[src/rtl/ufit_pkg.sv]
// Constants, field layouts and carrier types of the frame interval timer
package ufit_pkg;

    // ========================================================================
    // Register map (byte offsets within the memory window)
    // ========================================================================
    localparam logic [7:0]  OFS_FRAME_INTERVAL_CONFIG  = 8'h34;
    localparam logic [7:0]  OFS_FRAME_REMAINING_COUNTER = 8'h38;

    // ========================================================================
    // Field widths and positions
    // ========================================================================
    localparam int          FI_W          = 14;
    localparam int          LP_W          = 15;
    localparam int          FN_W          = 14;
    localparam int          FI_LSB        = 0;
    localparam int          LP_LSB        = 16;
    localparam int          TOGGLE_BIT    = 31;

    // ========================================================================
    // Reset values and the read value of unmapped offsets
    // ========================================================================
    localparam logic [13:0] FI_NOMINAL    = 14'h2EDF;
    localparam logic [14:0] LP_RESET      = 15'h0000;
    localparam logic [13:0] FR_RESET      = 14'h0000;
    localparam logic [13:0] FN_RESET      = 14'h0000;
    localparam logic [31:0] RD_UNMAPPED   = 32'h0000_0000;

    // ========================================================================
    // Carrier types
    // ========================================================================
    typedef struct packed {
        logic        wr;
        logic        rd;
        logic [7:0]  addr;
        logic [31:0] wdata;
    } ufit_req_s;

    typedef struct packed {
        logic        valid;
        logic [31:0] rdata;
    } ufit_rsp_s;

endpackage : ufit_pkg

[src/rtl/ufit_frame_timer.sv]
// Frame interval and frame remaining timing of a USB host controller core
`timescale 1ns/1ps
module ufit_frame_timer
    import ufit_pkg::*;
(
    // Clock and reset (one clock edge per bit time)
    input  wire logic              clk,
    input  wire logic              rst,
    // Register port
    input  wire ufit_req_s         reg_req,
    output ufit_rsp_s              reg_rsp,
    // Controller state
    input  wire logic              operational_state,
    // Transaction budget
    input  wire logic              data_bit,
    input  wire logic [LP_W-1:0]   xact_bits,
    output logic                   xact_fits,
    output logic      [LP_W-1:0]   largest_packet_left,
    // Frame timing outputs
    output logic                   sof,
    output logic      [FN_W-1:0]   frame_number,
    output logic      [FI_W-1:0]   frame_remaining
);

    // ========================================================================
    // Decoding helpers
    // ========================================================================
    function automatic logic hit(input ufit_req_s r, input logic [7:0] ofs);
        hit = (r.addr == ofs);
    endfunction : hit

    // ========================================================================
    // Frame interval configuration register
    // ========================================================================
    logic [FI_W-1:0]  frame_interval;
    logic [LP_W-1:0]  largest_packet_bits;
    logic             interval_toggle;
    logic             wr_interval;
    logic             wr_remaining;

    assign wr_interval  = reg_req.wr && hit(reg_req, OFS_FRAME_INTERVAL_CONFIG);
    assign wr_remaining = reg_req.wr && hit(reg_req, OFS_FRAME_REMAINING_COUNTER);

    // Reserved bits are not stored and read as zero
    always_ff @(posedge clk or posedge rst) begin
        if (rst) begin
            frame_interval <= FI_NOMINAL;
        end else if (wr_interval) begin
            // Takes effect at the next reload; mid-frame trims are allowed
            frame_interval <= reg_req.wdata[FI_LSB +: FI_W];
        end
    end

    always_ff @(posedge clk or posedge rst) begin
        if (rst) begin
            largest_packet_bits <= LP_RESET;
        end else if (wr_interval) begin
            largest_packet_bits <= reg_req.wdata[LP_LSB +: LP_W];
        end
    end

    always_ff @(posedge clk or posedge rst) begin
        if (rst) begin
            interval_toggle <= 1'b0;
        end else if (wr_interval) begin
            interval_toggle <= reg_req.wdata[TOGGLE_BIT];
        end
    end

    // ========================================================================
    // Operational entry detect
    // ========================================================================
    logic op_q;
    logic op_enter;

    always_ff @(posedge clk or posedge rst) begin
        if (rst) begin
            op_q <= 1'b0;
        end else begin
            op_q <= operational_state;
        end
    end

    assign op_enter = operational_state && !op_q;

    // ========================================================================
    // Frame remaining counter
    // ========================================================================
    logic            fr_zero;
    logic            frame_reload;
    logic            fr_load;
    logic [FI_W-1:0] fr_load_value;
    logic            fr_dec;

    // Boundary reload wins over a software write in the same cycle
    assign frame_reload  = operational_state && op_q && fr_zero;
    assign fr_load       = frame_reload || op_enter || wr_remaining;
    assign fr_load_value = (frame_reload || op_enter) ? frame_interval
                                                      : reg_req.wdata[FI_LSB +: FI_W];
    assign fr_dec        = operational_state && op_q && !fr_zero;

    ufit_down_counter #(
        .W          (FI_W)
    ) u_remaining (
        .clk        (clk),
        .rst        (rst),
        .load       (fr_load),
        .load_value (fr_load_value),
        .dec        (fr_dec),
        .value      (frame_remaining),
        .zero       (fr_zero)
    );

    // ========================================================================
    // Remaining toggle
    // ========================================================================
    logic remaining_toggle;

    always_ff @(posedge clk or posedge rst) begin
        if (rst) begin
            remaining_toggle <= 1'b0;
        end else if (frame_reload) begin
            remaining_toggle <= interval_toggle;
        end else if (wr_remaining) begin
            remaining_toggle <= reg_req.wdata[TOGGLE_BIT];
        end
    end

    // ========================================================================
    // Frame number and start-of-frame pulse
    // ========================================================================
    always_ff @(posedge clk or posedge rst) begin
        if (rst) begin
            frame_number <= FN_RESET;
        end else if (frame_reload || op_enter) begin
            frame_number <= frame_number + FN_W'(1);
        end
    end

    // Registered, so the pulse sits in the first bit time of the new frame
    always_ff @(posedge clk or posedge rst) begin
        if (rst) begin
            sof <= 1'b0;
        end else begin
            sof <= frame_reload || op_enter;
        end
    end

    // ========================================================================
    // Largest data packet budget
    // ========================================================================
    logic lp_zero;

    ufit_down_counter #(
        .W          (LP_W)
    ) u_largest (
        .clk        (clk),
        .rst        (rst),
        .load       (frame_reload || op_enter),
        .load_value (largest_packet_bits),
        .dec        (data_bit && operational_state),
        .value      (largest_packet_left),
        .zero       (lp_zero)
    );

    // Budget check against the counter, not the register field
    assign xact_fits = !lp_zero && (xact_bits <= largest_packet_left);

    // ========================================================================
    // Read path
    // ========================================================================
    logic [31:0] next_rdata;

    always_comb begin
        next_rdata = RD_UNMAPPED;
        if (hit(reg_req, OFS_FRAME_INTERVAL_CONFIG)) begin
            next_rdata[FI_LSB +: FI_W] = frame_interval;
            next_rdata[LP_LSB +: LP_W] = largest_packet_bits;
            next_rdata[TOGGLE_BIT]     = interval_toggle;
        end else if (hit(reg_req, OFS_FRAME_REMAINING_COUNTER)) begin
            next_rdata[FI_LSB +: FI_W] = frame_remaining;
            next_rdata[TOGGLE_BIT]     = remaining_toggle;
        end
    end

    // Read data holds until the next read, so a late sample still sees it
    logic        rsp_valid;
    logic [31:0] rsp_rdata;

    always_ff @(posedge clk or posedge rst) begin
        if (rst) begin
            rsp_valid <= 1'b0;
        end else begin
            rsp_valid <= reg_req.rd;
        end
    end

    always_ff @(posedge clk or posedge rst) begin
        if (rst) begin
            rsp_rdata <= '0;
        end else if (reg_req.rd) begin
            rsp_rdata <= next_rdata;
        end
    end

    assign reg_rsp = '{valid: rsp_valid, rdata: rsp_rdata};

endmodule : ufit_frame_timer

[src/rtl/ufit_down_counter.sv]
// Loadable down counter that stops at zero
`timescale 1ns/1ps
module ufit_down_counter #(
    parameter int W = 14
) (
    // Clock and reset
    input  wire logic         clk,
    input  wire logic         rst,
    // Control
    input  wire logic         load,
    input  wire logic [W-1:0] load_value,
    input  wire logic         dec,
    // State
    output logic      [W-1:0] value,
    output logic              zero
);

    // ========================================================================
    // Counter; load beats decrement, no wrap below zero
    // ========================================================================
    always_ff @(posedge clk or posedge rst) begin
        if (rst) begin
            value <= '0;
        end else if (load) begin
            value <= load_value;
        end else if (dec && (value != '0)) begin
            value <= value - W'(1);
        end
    end

    assign zero = (value == '0);

endmodule : ufit_down_counter

[config.mk]
export PLATFORM = sky130hd
export DESIGN_NAME = ufit_frame_timer
export DESIGN_NICKNAME = d
export VERILOG_FILES = /design/src/rtl/ufit_pkg.sv /design/src/rtl/ufit_frame_timer.sv /design/src/rtl/ufit_down_counter.sv
export SDC_FILE = /design/constraint.sdc
export NUM_CORES = 1
export LEC_CHECK = 0
export BUFFER_PORTS_ARGS = -buffer_cell sky130_fd_sc_hd__buf_2
export CAP_MARGIN = 0
export CORE_ASPECT_RATIO = 0.8
export CORE_MARGIN = 10
export CORE_UTILIZATION = 58
export CTS_BUF_LIST = sky130_fd_sc_hd__clkbuf_16
export DETAILED_ROUTE_END_ITERATION = 16
export GPL_TIMING_DRIVEN = 1
export MAX_ROUTING_LAYER = met4
export PLACE_DENSITY = 0.86
export SETUP_SLACK_MARGIN = 0.5
export SYNTH_ARGS = -nofsm -noshare
export SYNTH_HDL_FRONTEND = slang
export SYNTH_SLANG_ARGS = --single-unit
export TNS_END_PERCENT = 100
[constraint.sdc]
create_clock -name clk -period 6.8 [get_ports clk]
set_clock_uncertainty 0.05 [all_clocks]
set_input_delay 1.36 -clock clk [delete_from_list [all_inputs] [get_ports clk]]
set_output_delay 1.36 -clock clk [all_outputs]
set_load 0.05 [all_outputs]
# [Yosys cells after proc, flatten, opt, wreduce, memory -nomap -nowiden]
# Cells that the tools add are included.
[totals] ff_bits=107 word_cells=51
[classes] n_addsub=3 magnitude_cmp=1 eq_ne=2 muxes=12 reduce_logical=22
[ops] operator="$mux 14" count=5
[ops] operator="$mux 15" count=3
[ops] operator="$eq 8x6->1 const B" count=2
[ops] operator="$le 15x15->1" count=1
[ops] operator="$logic_not 15->1" count=1
[ops] operator="$reduce_bool 15->1" count=1
[ops] operator="$sub 15x1->15 const B" count=1
[ops] operator="$add 14x1->14 const B" count=1
[ops] operator="$logic_not 14->1" count=1
[ops] operator="$reduce_bool 14->1" count=1
[ops] operator="$sub 14x1->14 const B" count=1
[ops] operator="$logic_and 1x1->1" count=10
[ops] operator="$reduce_bool 2->1" count=3
[ops] operator="$mux 1" count=4
[ops] operator="$logic_not 1->1" count=3
[ops] operator="$logic_or 1x1->1" count=2

# [Logic depth before layout (Yosys ltp)]
# Gate-level depths: netlist of run 1.
[depth] depth_word=6 mapped_depth=11

# [Hierarchy]
# A second synthesis of run 1 with hierarchy kept.
[hier_totals] cells_unflattened=588 area_unflattened_um2=5724.2
[by_module_without_submodules] mod="ufit_frame_timer" n_inst=1 cells_each=373 area_per_inst_um2=3809.9
[by_module_without_submodules] mod="ufit_down_counter (u_largest)" n_inst=1 cells_each=116 area_per_inst_um2=1003.5
[by_module_without_submodules] mod="ufit_down_counter (u_remaining)" n_inst=1 cells_each=99 area_per_inst_um2=910.9

# [Least setup slack after synthesis of run 1]
# Ideal clock, no wire load.
[synth_path] path_kind="input-to-output" from="input port xact_bits[4]" to="output port xact_fits" t_arrival_ns=3.049 required_ns=5.390 path_slack_ns=2.341 stages=6 path_cell_list="ha_1 > a21o_1 > a21o_1 > a211oi_1 > o211ai_1 > a21oi_1"
[synth_via] elab_chain_cells=2
[synth_lines] element="start, declared" line="ufit_frame_timer.sv:16" text="input wire logic [LP_W-1:0] xact_bits,"
[synth_lines] element="$le 15x15->1" line="ufit_frame_timer.sv:167" text="assign xact_fits = !lp_zero && (xact_bits <= largest_packet_left);"
[synth_lines] element="$logic_and 1x1->1" line="ufit_frame_timer.sv:167"
[synth_lines] element="end, declared" line="ufit_frame_timer.sv:17" text="output logic xact_fits,"
# No other way between the ends.

# [Worst setup path after layout of run 1]
[layout_path] from="input port xact_bits[12]" to="output port xact_fits"
# The elaborated chain is that of the path after synthesis.

==> results.json, run 1 <==
{
  "grt_setup_unrepaired": "no",
  "synth.distinct_cells": 51,
  "io_pins": 139,
  "async_flop_share": 1.00,
  "final_common_cell": "buf_2",
  "initial_core_util": 0.598,
  "cap_violations": 0,
  "grt_start_max_net_pins": 62,
  "max_stage_delay_ps": 300,
  "core_sq_um": 9110,
  "io_buffers": 134,
  "holdBufCountCts": 0,
  "postSynthAreaPerCell_sq_um": 9.76,
  "first_iter_violations": 443,
  "clock.fmax_ghz": 0.230,
  "dp_hpwl_microns": 11000,
  "dr_total_vias": 4731,
  "drtPass1Iterations": 5,
  "clock_path_buffers": 2,
  "grt_overflow_total": 0,
  "cp_max_fo": 2,
  "cp.arrival_ps": 2950,
  "grt_pass1_vias": 4769,
  "period_share": 0.641,
  "dieArea_sq_um": 13700,
  "path_delay_family": "compound AO/OA/AOI/OAI gates",
  "place_inst": 778,
  "crit_chain": "buf_2 > ha_1 > a21o_1 > a21o_1 > a21oi_1 > o211ai_1 > a21oi_1 > buf_2",
  "final.setup.worst_slack_ps": 2440,
  "cp.required_ps": 5390,
  "cts_setup_buffers": 0,
  "critPathSlowestCell": "ha_1",
  "p_leak_nw": 3.10,
  "yosys.area.top_type": "dfrtp_1",
  "fin_crit_ps": 4360,
  "drc": 0,
  "avgRoutedWirePerCell_microns": 19.3,
  "insertion_delay_ps": 350,
  "power_mw": 2.10,
  "place.gp.congestion": 0.944,
  "hp-class": "register to register",
  "crit_type": "primary input to output port",
  "rows": 31,
  "htreeDepth": 3,
  "clock-sinks": 107,
  "setup_violations": 0,
  "timing.setup.tns_ps": 0,
  "final_cell_area_sq_um": 6440,
  "grt_pass1_wl_microns": 24700,
  "post_dp_cell_area_sq_um": 6140,
  "fill_cells": 702,
  "die-width_microns": 128,
  "synth.top_cell.area_share": 0.441,
  "vdd_drop_max_uv": 227,
  "root_buffer": "clkbuf_16",
  "track_usage": 0.228,
  "synth_ff_type": "dfrtp_1",
  "synth_seq_cells": 107,
  "status": "complete, no violations",
  "max_slew.worst_pin.slew_ps": 1030,
  "final_cell_mix": "buf_2 (134), dfrtp_1 (96), o21ai_0 (57), nand2_1 (42)",
  "synth_seq_area_share": 0.494,
  "path_clk_slew_ps": 70,
  "start_kind": "primary input",
  "synth_area_leaders": "dfrtp_1 (44%), mux2_2 (6.2%), dfstp_2 (5.3%), o21ai_0 (5.2%), ha_1 (4.1%)",
  "stdcell_count": 794,
  "syn_to_final_growth_pct": 18.3,
  "end_kind": "output port",
  "syn_inst": 558,
  "maxSlewViolCount": 0,
  "wl_microns": 15300,
  "antenna_found_initial": 0,
  "postRouteAntennaNets": 0,
  "synth-edff-count": 0,
  "slew_headroom": 0.303,
  "diodes": 0,
  "cts_buffers": 9,
  "drive_gt1_frac": 0.295,
  "hold_viol_final": 0,
  "die_y_microns": 107,
  "crit_buf_inv": 2,
  "cts_tree": "yes",
  "p_per_area_nw_per_um2": 326,
  "ctsResizeCount": 0,
  "synth_area_sq_um": 5450,
  "synth_warnings": 0,
  "dp_slack_ps": 2470,
  "viasPerCell": 5.96,
  "final_net_count": 753
}
worst paths after layout:
check | startpoint | end | slack [ps] | depth (start not counted)
worst max register to register | u_remaining.value[0] | frame_number[8] | 3550 | 8
worst min-delay path | frame_number[13] | frame_number[13] | 420 | 1
worst max-delay path | xact_bits[12] | xact_fits | 2440 | 8
max in group asynchronous | rst | frame_number[13] | 4490 | 3
worst min register to register | frame_number[13] | frame_number[13] | 420 | 1
min in group asynchronous | rst | rsp_rdata[5] | 1040 | 2
Yosys cell counts, types with 4 or more instances:
| master | count |
|---|---|
| a211oi_1 | 7 |
| a21o_1 | 6 |
| a21oi_1 | 34 |
| a22oi_1 | 15 |
| clkbuf_1 | 23 |
| dfrtp_1 | 96 |
| dfstp_2 | 11 |
| ha_1 | 18 |
| inv_1 | 38 |
| mux2_2 | 30 |
| nand2_1 | 42 |
| nand2b_1 | 5 |
| nand3_1 | 33 |
| nand4_1 | 7 |
| nor2_1 | 37 |
| nor3_1 | 7 |
| nor4_1 | 14 |
| o21ai_0 | 57 |
| or4_1 | 4 |
| xnor2_1 | 22 |
| xor2_1 | 6 |
final cells by class:
class	count	area (sq um)	area share
repair buffers	138	701	0.109
well taps	115	144	0.0223
clock buffers	9	225	0.0349
inverters	39	149	0.0231
clock inverters	7	80.1	0.0124
flip-flops and latches	107	2690	0.418
multi-input cells	379	2450	0.381
flip-flops by register name (all words and copies together) (netlist names), 14 cells and up:
signal,count
largest_packet_bits,15
frame_number,14
rsp_rdata,30
u_remaining.value,14
frame_interval,14
u_largest.value,15
report_power, final:
part | total (mW) | switching, mW | internal [mW]
Combinational | 0.734 | 0.521 | 0.213
Sequential | 0.830 | 0.110 | 0.720
Clock | 0.537 | 0.245 | 0.292
layer usage:
metal / vias to the layer above / part of all wire / GRT usage
li1: 2198 / - / -
met1: 2251 / 0.42 / 0.288
met2: 245 / 0.46 / 0.335
met3: 37 / 0.086 / 0.0620
met4: 0 / 0.032 / 0.107
met5: - / 0 / -
per-stage QoR:
step / utilization / hold slack, ps
floorplan: - / 416
global placement: 0.674 / 401
detailed placement: 0.674 / 410
CTS: 0.707 / 423
global route: 0.707 / 446
finish: 0.707 / 419
cell families (layout without fill, tap and decap cells):
logic type,count (synthesis),count (layout),share of synthesized area
flip-flops,107,107,0.494
other,1,2,0.000689
AND/OR/NAND/NOR,170,170,0.159
multiplexers,31,31,0.0639
buffers and inverters,73,193,0.0558
adder cells (fa/ha/maj),18,18,0.0414
XOR/XNOR,28,28,0.0450
AO/OA/AOI/OAI,130,130,0.140
Note: power is estimated with default switching activity, not from simulation.
==> run 2, diff against run 1 <==
CORE_UTILIZATION = 48   (was 58)
PLACE_DENSITY = 0.76   (was 0.86)
clock period = 3.7 ns   (was 6.8 ns; I/O delays follow)
==> run 2 against run 1 <==
  * Global-route usage shrank 3.3 points
  * Combinational power up 87%
  * Routed wire length grew 1.2%
  * Die area grew 17%
  * Register-to-register slack got worse by 2800 ps
  * Sequential power grew 84%
  * Worst hold slack improved by 6.7 ps
  * Sequential cell count did not move
  * Power grew 84%
  * Clock-buffer cell count stayed put
  * Largest cell class unchanged
==> results.json, run 2 (synthesis results as in run 1) <==
{
  "dp_slack_ps": 614,
  "cap_violations": 0,
  "critPathSlowestCell": "dfrtp_1",
  "hp-class": "register to register",
  "start_kind": "register",
  "grt_overflow_total": 0,
  "htreeDepth": 3,
  "setup_violations": 0,
  "hold_viol_final": 0,
  "regMostFlops": "rsp_rdata",
  "cp_max_fo": 4,
  "grt_util_met3": 0.0552,
  "use_met2": 0.284,
  "dr_total_vias": 4664,
  "drc": 0,
  "p_leak_nw": 3.13,
  "crit_type": "register to output port",
  "fill_cells": 983,
  "viasPerCell": 5.64,
  "grt_busiest_layer": "met2",
  "final_net_count": 757,
  "status": "complete, no violations",
  "max_slew.worst_pin.slew_ps": 1010,
  "dieArea_sq_um": 16000,
  "fin_crit_ps": 3070,
  "slew_headroom": 0.329,
  "grt_pass1_vias": 4621,
  "grt_setup_unrepaired": "yes",
  "rows": 34,
  "cp.required_ps": 2910,
  "syn_to_final_growth_pct": 20.2,
  "final_cell_mix": "buf_2 (133), dfrtp_1 (95), o21ai_0 (57), nand2_1 (42), inv_1 (38)",
  "diodes": 0,
  "timing.setup.tns_ps": 0,
  "power_mw": 3.87,
  "grt_start_max_net_pins": 108,
  "grt_pass1_wl_microns": 24800,
  "root_buffer": "clkbuf_16",
  "path_delay_family": "compound AO/OA/AOI/OAI gates",
  "die_y_microns": 115,
  "cp.arrival_ps": 2280,
  "clock.fmax_ghz": 0.325,
  "insertion_delay_ps": 350,
  "track_usage": 0.196,
  "vdd_drop_max_uv": 309,
  "period_share": 0.831,
  "crit_buf_inv": 2,
  "final_common_cell": "buf_2",
  "avgRoutedWirePerCell_microns": 18.8,
  "gr-usage-met1": 0.264,
  "place.gp.congestion": 0.913,
  "p_per_area_nw_per_um2": 592,
  "core_sq_um": 11000,
  "dp_hpwl_microns": 11200,
  "clock-sinks": 107,
  "die-width_microns": 139,
  "io_buffers": 134,
  "drive_gt1_frac": 0.302,
  "crit_chain": "inv_1 > ha_1 > nor2b_1 > o21ai_0 > a21oi_1 > a211oi_1 > o211ai_1 > a21oi_2 > clkbuf_4",
  "reg.largest.list": "rsp_rdata (30), largest_packet_bits (15), u_largest.value (15)",
  "wl_microns": 15500,
  "cts_buffers": 9,
  "cts_tree": "yes",
  "maxSlewViolCount": 0,
  "io_pins": 139,
  "end_kind": "output port",
  "postRouteAntennaNets": 0,
  "antenna_found_initial": 0,
  "clock_path_buffers": 2,
  "first_iter_violations": 328,
  "final.setup.worst_slack_ps": 625,
  "largest_reg_flops": 30,
  "drtPass1Iterations": 5,
  "initial_core_util": 0.496,
  "max_stage_delay_ps": 420,
  "cts_setup_buffers": 0,
  "path_clk_slew_ps": 70
}
run 2: cell count changes in the layout (fill, tap and decap cells not counted), sizes merged:
cell / delta
clkbuf: +1
buf: +3
inv: -1
clkinvlp: +1
run 2: final timing paths:
check	from	endpoint	slack [ps]	cells after the start
min in group asynchronous	rst	rsp_rdata[19]	480	3
max in group asynchronous	rst	frame_interval[8]	2650	3
worst max-delay path	u_largest.value[1]	xact_fits	630	9
worst max register to register	u_remaining.value[0]	frame_number[12]	730	8
worst min-delay path	frame_number[13]	frame_number[13]	430	1
worst min register to register	frame_number[13]	frame_number[13]	430	1
run 2: what timing repair did:
action,4_1_cts,5_1_grt
setup endpoints to repair,0,4
hold buffers,0,0
resized for setup,0,3
endpoints found under the hold margin,0,0
run 2: where the power goes:
part | internal, mW | leakage [nW] | total, mW | switching, mW
logic | 0.400 | 1.60 | 1.37 | 0.965
registers | 1.32 | 1.38 | 1.53 | 0.204
clock network | 0.532 | 0.151 | 0.981 | 0.449
run 2: worst register-to-register path: stages, from the launching register on:
cell	delay [ps]
dfrtp_1	460
inv_1	120
ha_1	210
or4b_1	640
o41a_1	540
nor4_4	400
nand4_1	170
nor2_1	160
xor2_1	160
run 2: per-stage QoR:
stage | instance area, sq um | instances | utilization | hold WS (ps)
5_1_grt | 6550 | 827 | 0.596 | 442
3_5_place_dp | 6240 | 811 | 0.568 | 419
4_1_cts | 6540 | 827 | 0.596 | 429
6_report | 6550 | 827 | 0.596 | 426
2_1_floorplan | 5460 | 559 | - | 416
3_3_place_gp | 6240 | 811 | 0.568 | 402
run 2: final cells by class:
cell class	instances	area [sq um]	area share
clock inverters	7	75.1	0.0115
repair buffers	142	758	0.116
well taps	144	180	0.0275
inverters	39	150	0.0229
flip-flops and latches	107	2690	0.411
multi-input cells	379	2460	0.377
clock buffers	9	225	0.0344
run 2: routing by layer:
layer / up-vias / part of all wire
met2: 184 / 0.44
met3: 8 / 0.075
met5: - / 0
li1: 2203 / -
met1: 2269 / 0.47
met4: 0 / 0.0098
==> run 3, diff against run 2 <==
ABC_AREA = 1   (was unset)
CORE_UTILIZATION = 55   (was 48)
PLACE_DENSITY = 0.81   (was 0.76)
clock period = 2.9 ns   (was 3.7 ns; I/O delays follow)
==> run 3 against run 2 <==
  * Global-route usage up 2.9 points
  * Core utilization grew 11 points
  * Cell count rose by 24%
  * Synthesized area grew 9.7%
  * Die area shrank 3.6%
  * Critical path depth down 2
  * Register-to-register slack worse by 50 ps
  * Largest power group unchanged
==> results.json, run 3 <==
{
  "core_sq_um": 10400,
  "synth.top_cell.area_share": 0.402,
  "cp.arrival_ps": 1930,
  "max_slew.worst_pin.slew_ps": 648,
  "drc": 0,
  "final_cell_area_sq_um": 7340,
  "initial_core_util": 0.572,
  "grt_pass1_vias": 5627,
  "vdd_drop_max_uv": 838,
  "postRouteAntennaNets": 0,
  "dp_hpwl_microns": 12200,
  "clock-sinks": 107,
  "regMostFlops": "rsp_rdata",
  "final_common_cell": "nand2_1",
  "grt_overflow_total": 0,
  "slew_headroom": 0.568,
  "fill_cells": 839,
  "yosys.area.top_type": "dfrtp_1",
  "r2r_cells": 9,
  "grt_setup_unrepaired": "yes",
  "seqCellArea_sq_um": 2710,
  "root_buffer": "clkbuf_16",
  "largest_reg_flops": 30,
  "die_y_microns": 113,
  "sequentialPowerShare": 0.392,
  "ff2ff_setup_slack_ps": 680,
  "syn_inst": 743,
  "place.gp.congestion": 0.948,
  "die-width_microns": 137,
  "end_kind": "output port",
  "hold_viol_final": 0,
  "synth_seq_cells": 107,
  "async_flop_share": 1.00,
  "yosys-top-cells-count": "nand2_1 (187), dfrtp_1 (96), inv_1 (84)",
  "cts_buffers": 9,
  "p_sw_mw": 1.81,
  "synth_area_sq_um": 5980,
  "cap_violations": 0,
  "synth_seq_area_share": 0.450,
  "io_buffers": 134,
  "synth_area_leaders": "dfrtp_1 (40%), nand2_1 (12%), nand3_1 (5.9%), inv_1 (5.3%), dfstp_2 (4.8%)",
  "rows": 33,
  "viasPerCell": 5.54,
  "grt_start_max_net_pins": 108,
  "syn_to_final_growth_pct": 22.8,
  "drtPass1Iterations": 5,
  "post_dp_cell_area_sq_um": 6780,
  "postSynthAreaPerCell_sq_um": 8.04,
  "combPwrFrac": 0.331,
  "synth-edff-count": 0,
  "cp_max_fo": 3,
  "clock.fmax_ghz": 0.390,
  "multi_input_area_sq_um": 2920,
  "maxSlewViolCount": 0,
  "first_iter_violations": 600,
  "setup_violations": 0,
  "track_usage": 0.224,
  "synth_warnings": 0,
  "yosysMostFrequentCell": "nand2_1",
  "p_clk_frac": 0.277,
  "hp-class": "primary input to asynchronous set/reset pin",
  "antenna_found_initial": 1,
  "status": "complete, no violations",
  "power_mw": 4.66,
  "p_int_mw": 2.85,
  "final_cell_mix": "nand2_1 (182), buf_2 (133), dfrtp_1 (84), inv_1 (75), nor2_1 (71)",
  "crit_type": "register to output port",
  "htreeDepth": 3,
  "dieArea_sq_um": 15500,
  "holdBufCountCts": 0,
  "cp.required_ps": 2270,
  "path_clk_slew_ps": 70,
  "p_sw_frac": 0.388,
  "reg2reg_to": "frame_number[10]",
  "period_share": 0.884,
  "timing.setup.tns_ps": 0,
  "wl_microns": 17300,
  "cts_tree": "yes",
  "start_kind": "register",
  "fin_crit_ps": 2560,
  "reg.largest.list": "rsp_rdata (30), largest_packet_bits (15), u_largest.value (15)",
  "final_net_count": 962,
  "p_per_area_nw_per_um2": 635,
  "insertion_delay_ps": 350,
  "p_leak_nw": 3.81,
  "grt_pass1_wl_microns": 27700,
  "dr_total_vias": 5698,
  "clock_path_buffers": 2,
  "rr_startpoint": "u_remaining.value[0]",
  "io_pins": 139,
  "avgRoutedWirePerCell_microns": 16.8,
  "drive_gt1_frac": 0.291,
  "synth_ff_type": "dfrtp_1",
  "synth.distinct_cells": 41
}
==> run 3: cell count changes after synthesis, moves of 15 or more <==
cell / previous run / this run
a22oi_1: 15 / 0
inv_1: 38 / 84
mux2_2: 30 / 8
nand2_1: 42 / 187
nand3_1: 33 / 71
nor2_1: 37 / 72
o21ai_0: 57 / 29
xnor2_1: 22 / 2
xor2_1: 6 / 25
==> run 3: cells by family after synthesis <==
group	share of synthesized area
multiplexers	0.0188
adder cells (fa/ha/maj)	0.0377
buffers and inverters	0.0835
AND/OR/NAND/NOR	0.278
XOR/XNOR	0.0396
AO/OA/AOI/OAI	0.0911
other	0.000627
flip-flops	0.450
==> run 3: stage by stage <==
stage                     hold WS [ps]  setup WS, ps   util  std cells
final                              346           336  0.703       1029
after global routing               382           255  0.703       1029
after CTS                          364           320  0.694       1024
after detailed placement           413           244  0.649        997
after global placement             407           337  0.649        997
after floorplan                    410           506      -        744
==> run 3: power by group through the flow <==
stage | sequential [mW] | combinational, mW | clock, mW
finish | 1.82 | 1.54 | 1.29
global route | 1.85 | 1.67 | 1.38
CTS | 1.82 | 1.49 | 1.31
detailed placement | 1.85 | 1.40 | 0
global placement | 1.85 | 1.37 | 0
floorplan | 2.28 | 0.618 | 0
==> run 3: worst max path at each step <==
stage               cells after the start           startpoint         to
global route                            8  u_largest.value[12]  xact_fits
CTS                                     9   u_largest.value[2]  xact_fits
floorplan                               6   u_largest.value[6]  xact_fits
global placement                        7        xact_bits[10]  xact_fits
detailed placement                      7        xact_bits[10]  xact_fits
finish                                  7   u_largest.value[6]  xact_fits
==> run 3: repair_timing <==
action                                 in CTS  in global routing
setup endpoints to repair                   1                  5
gates resized for setup                    20                 14
setup buffers                              11                  4
endpoints found under the hold margin       0                  0
pin swaps                                   5                  5
==> run 3: area by class of cell <==
cell class | instances | area share
Clock inverter | 7 | 0.0119
Timing Repair Buffer | 160 | 0.122
Tap cell | 140 | 0.0239
Multi-Input combinational cell | 520 | 0.398
Antenna cell | 1 | 0.000341
Sequential cell | 107 | 0.369
Inverter | 85 | 0.0447
Clock buffer | 9 | 0.0307
==> run 3: metal layers <==
metal	vias to the layer above	part of all wire	GRT usage
li1	2686	-	-
met1	2696	0.43	0.298
met2	271	0.46	0.335
met3	45	0.084	0.0491
met4	0	0.024	0.0673
met5	-	0	-
==> run 3: worst max-delay path: stages, from the launching register on <==
cell     delay [ps]
dfrtp_2         400
inv_4            40
ha_1            310
nand2_2          90
nor4_2          220
nand3_1         170
a21oi_4         190
buf_6           170
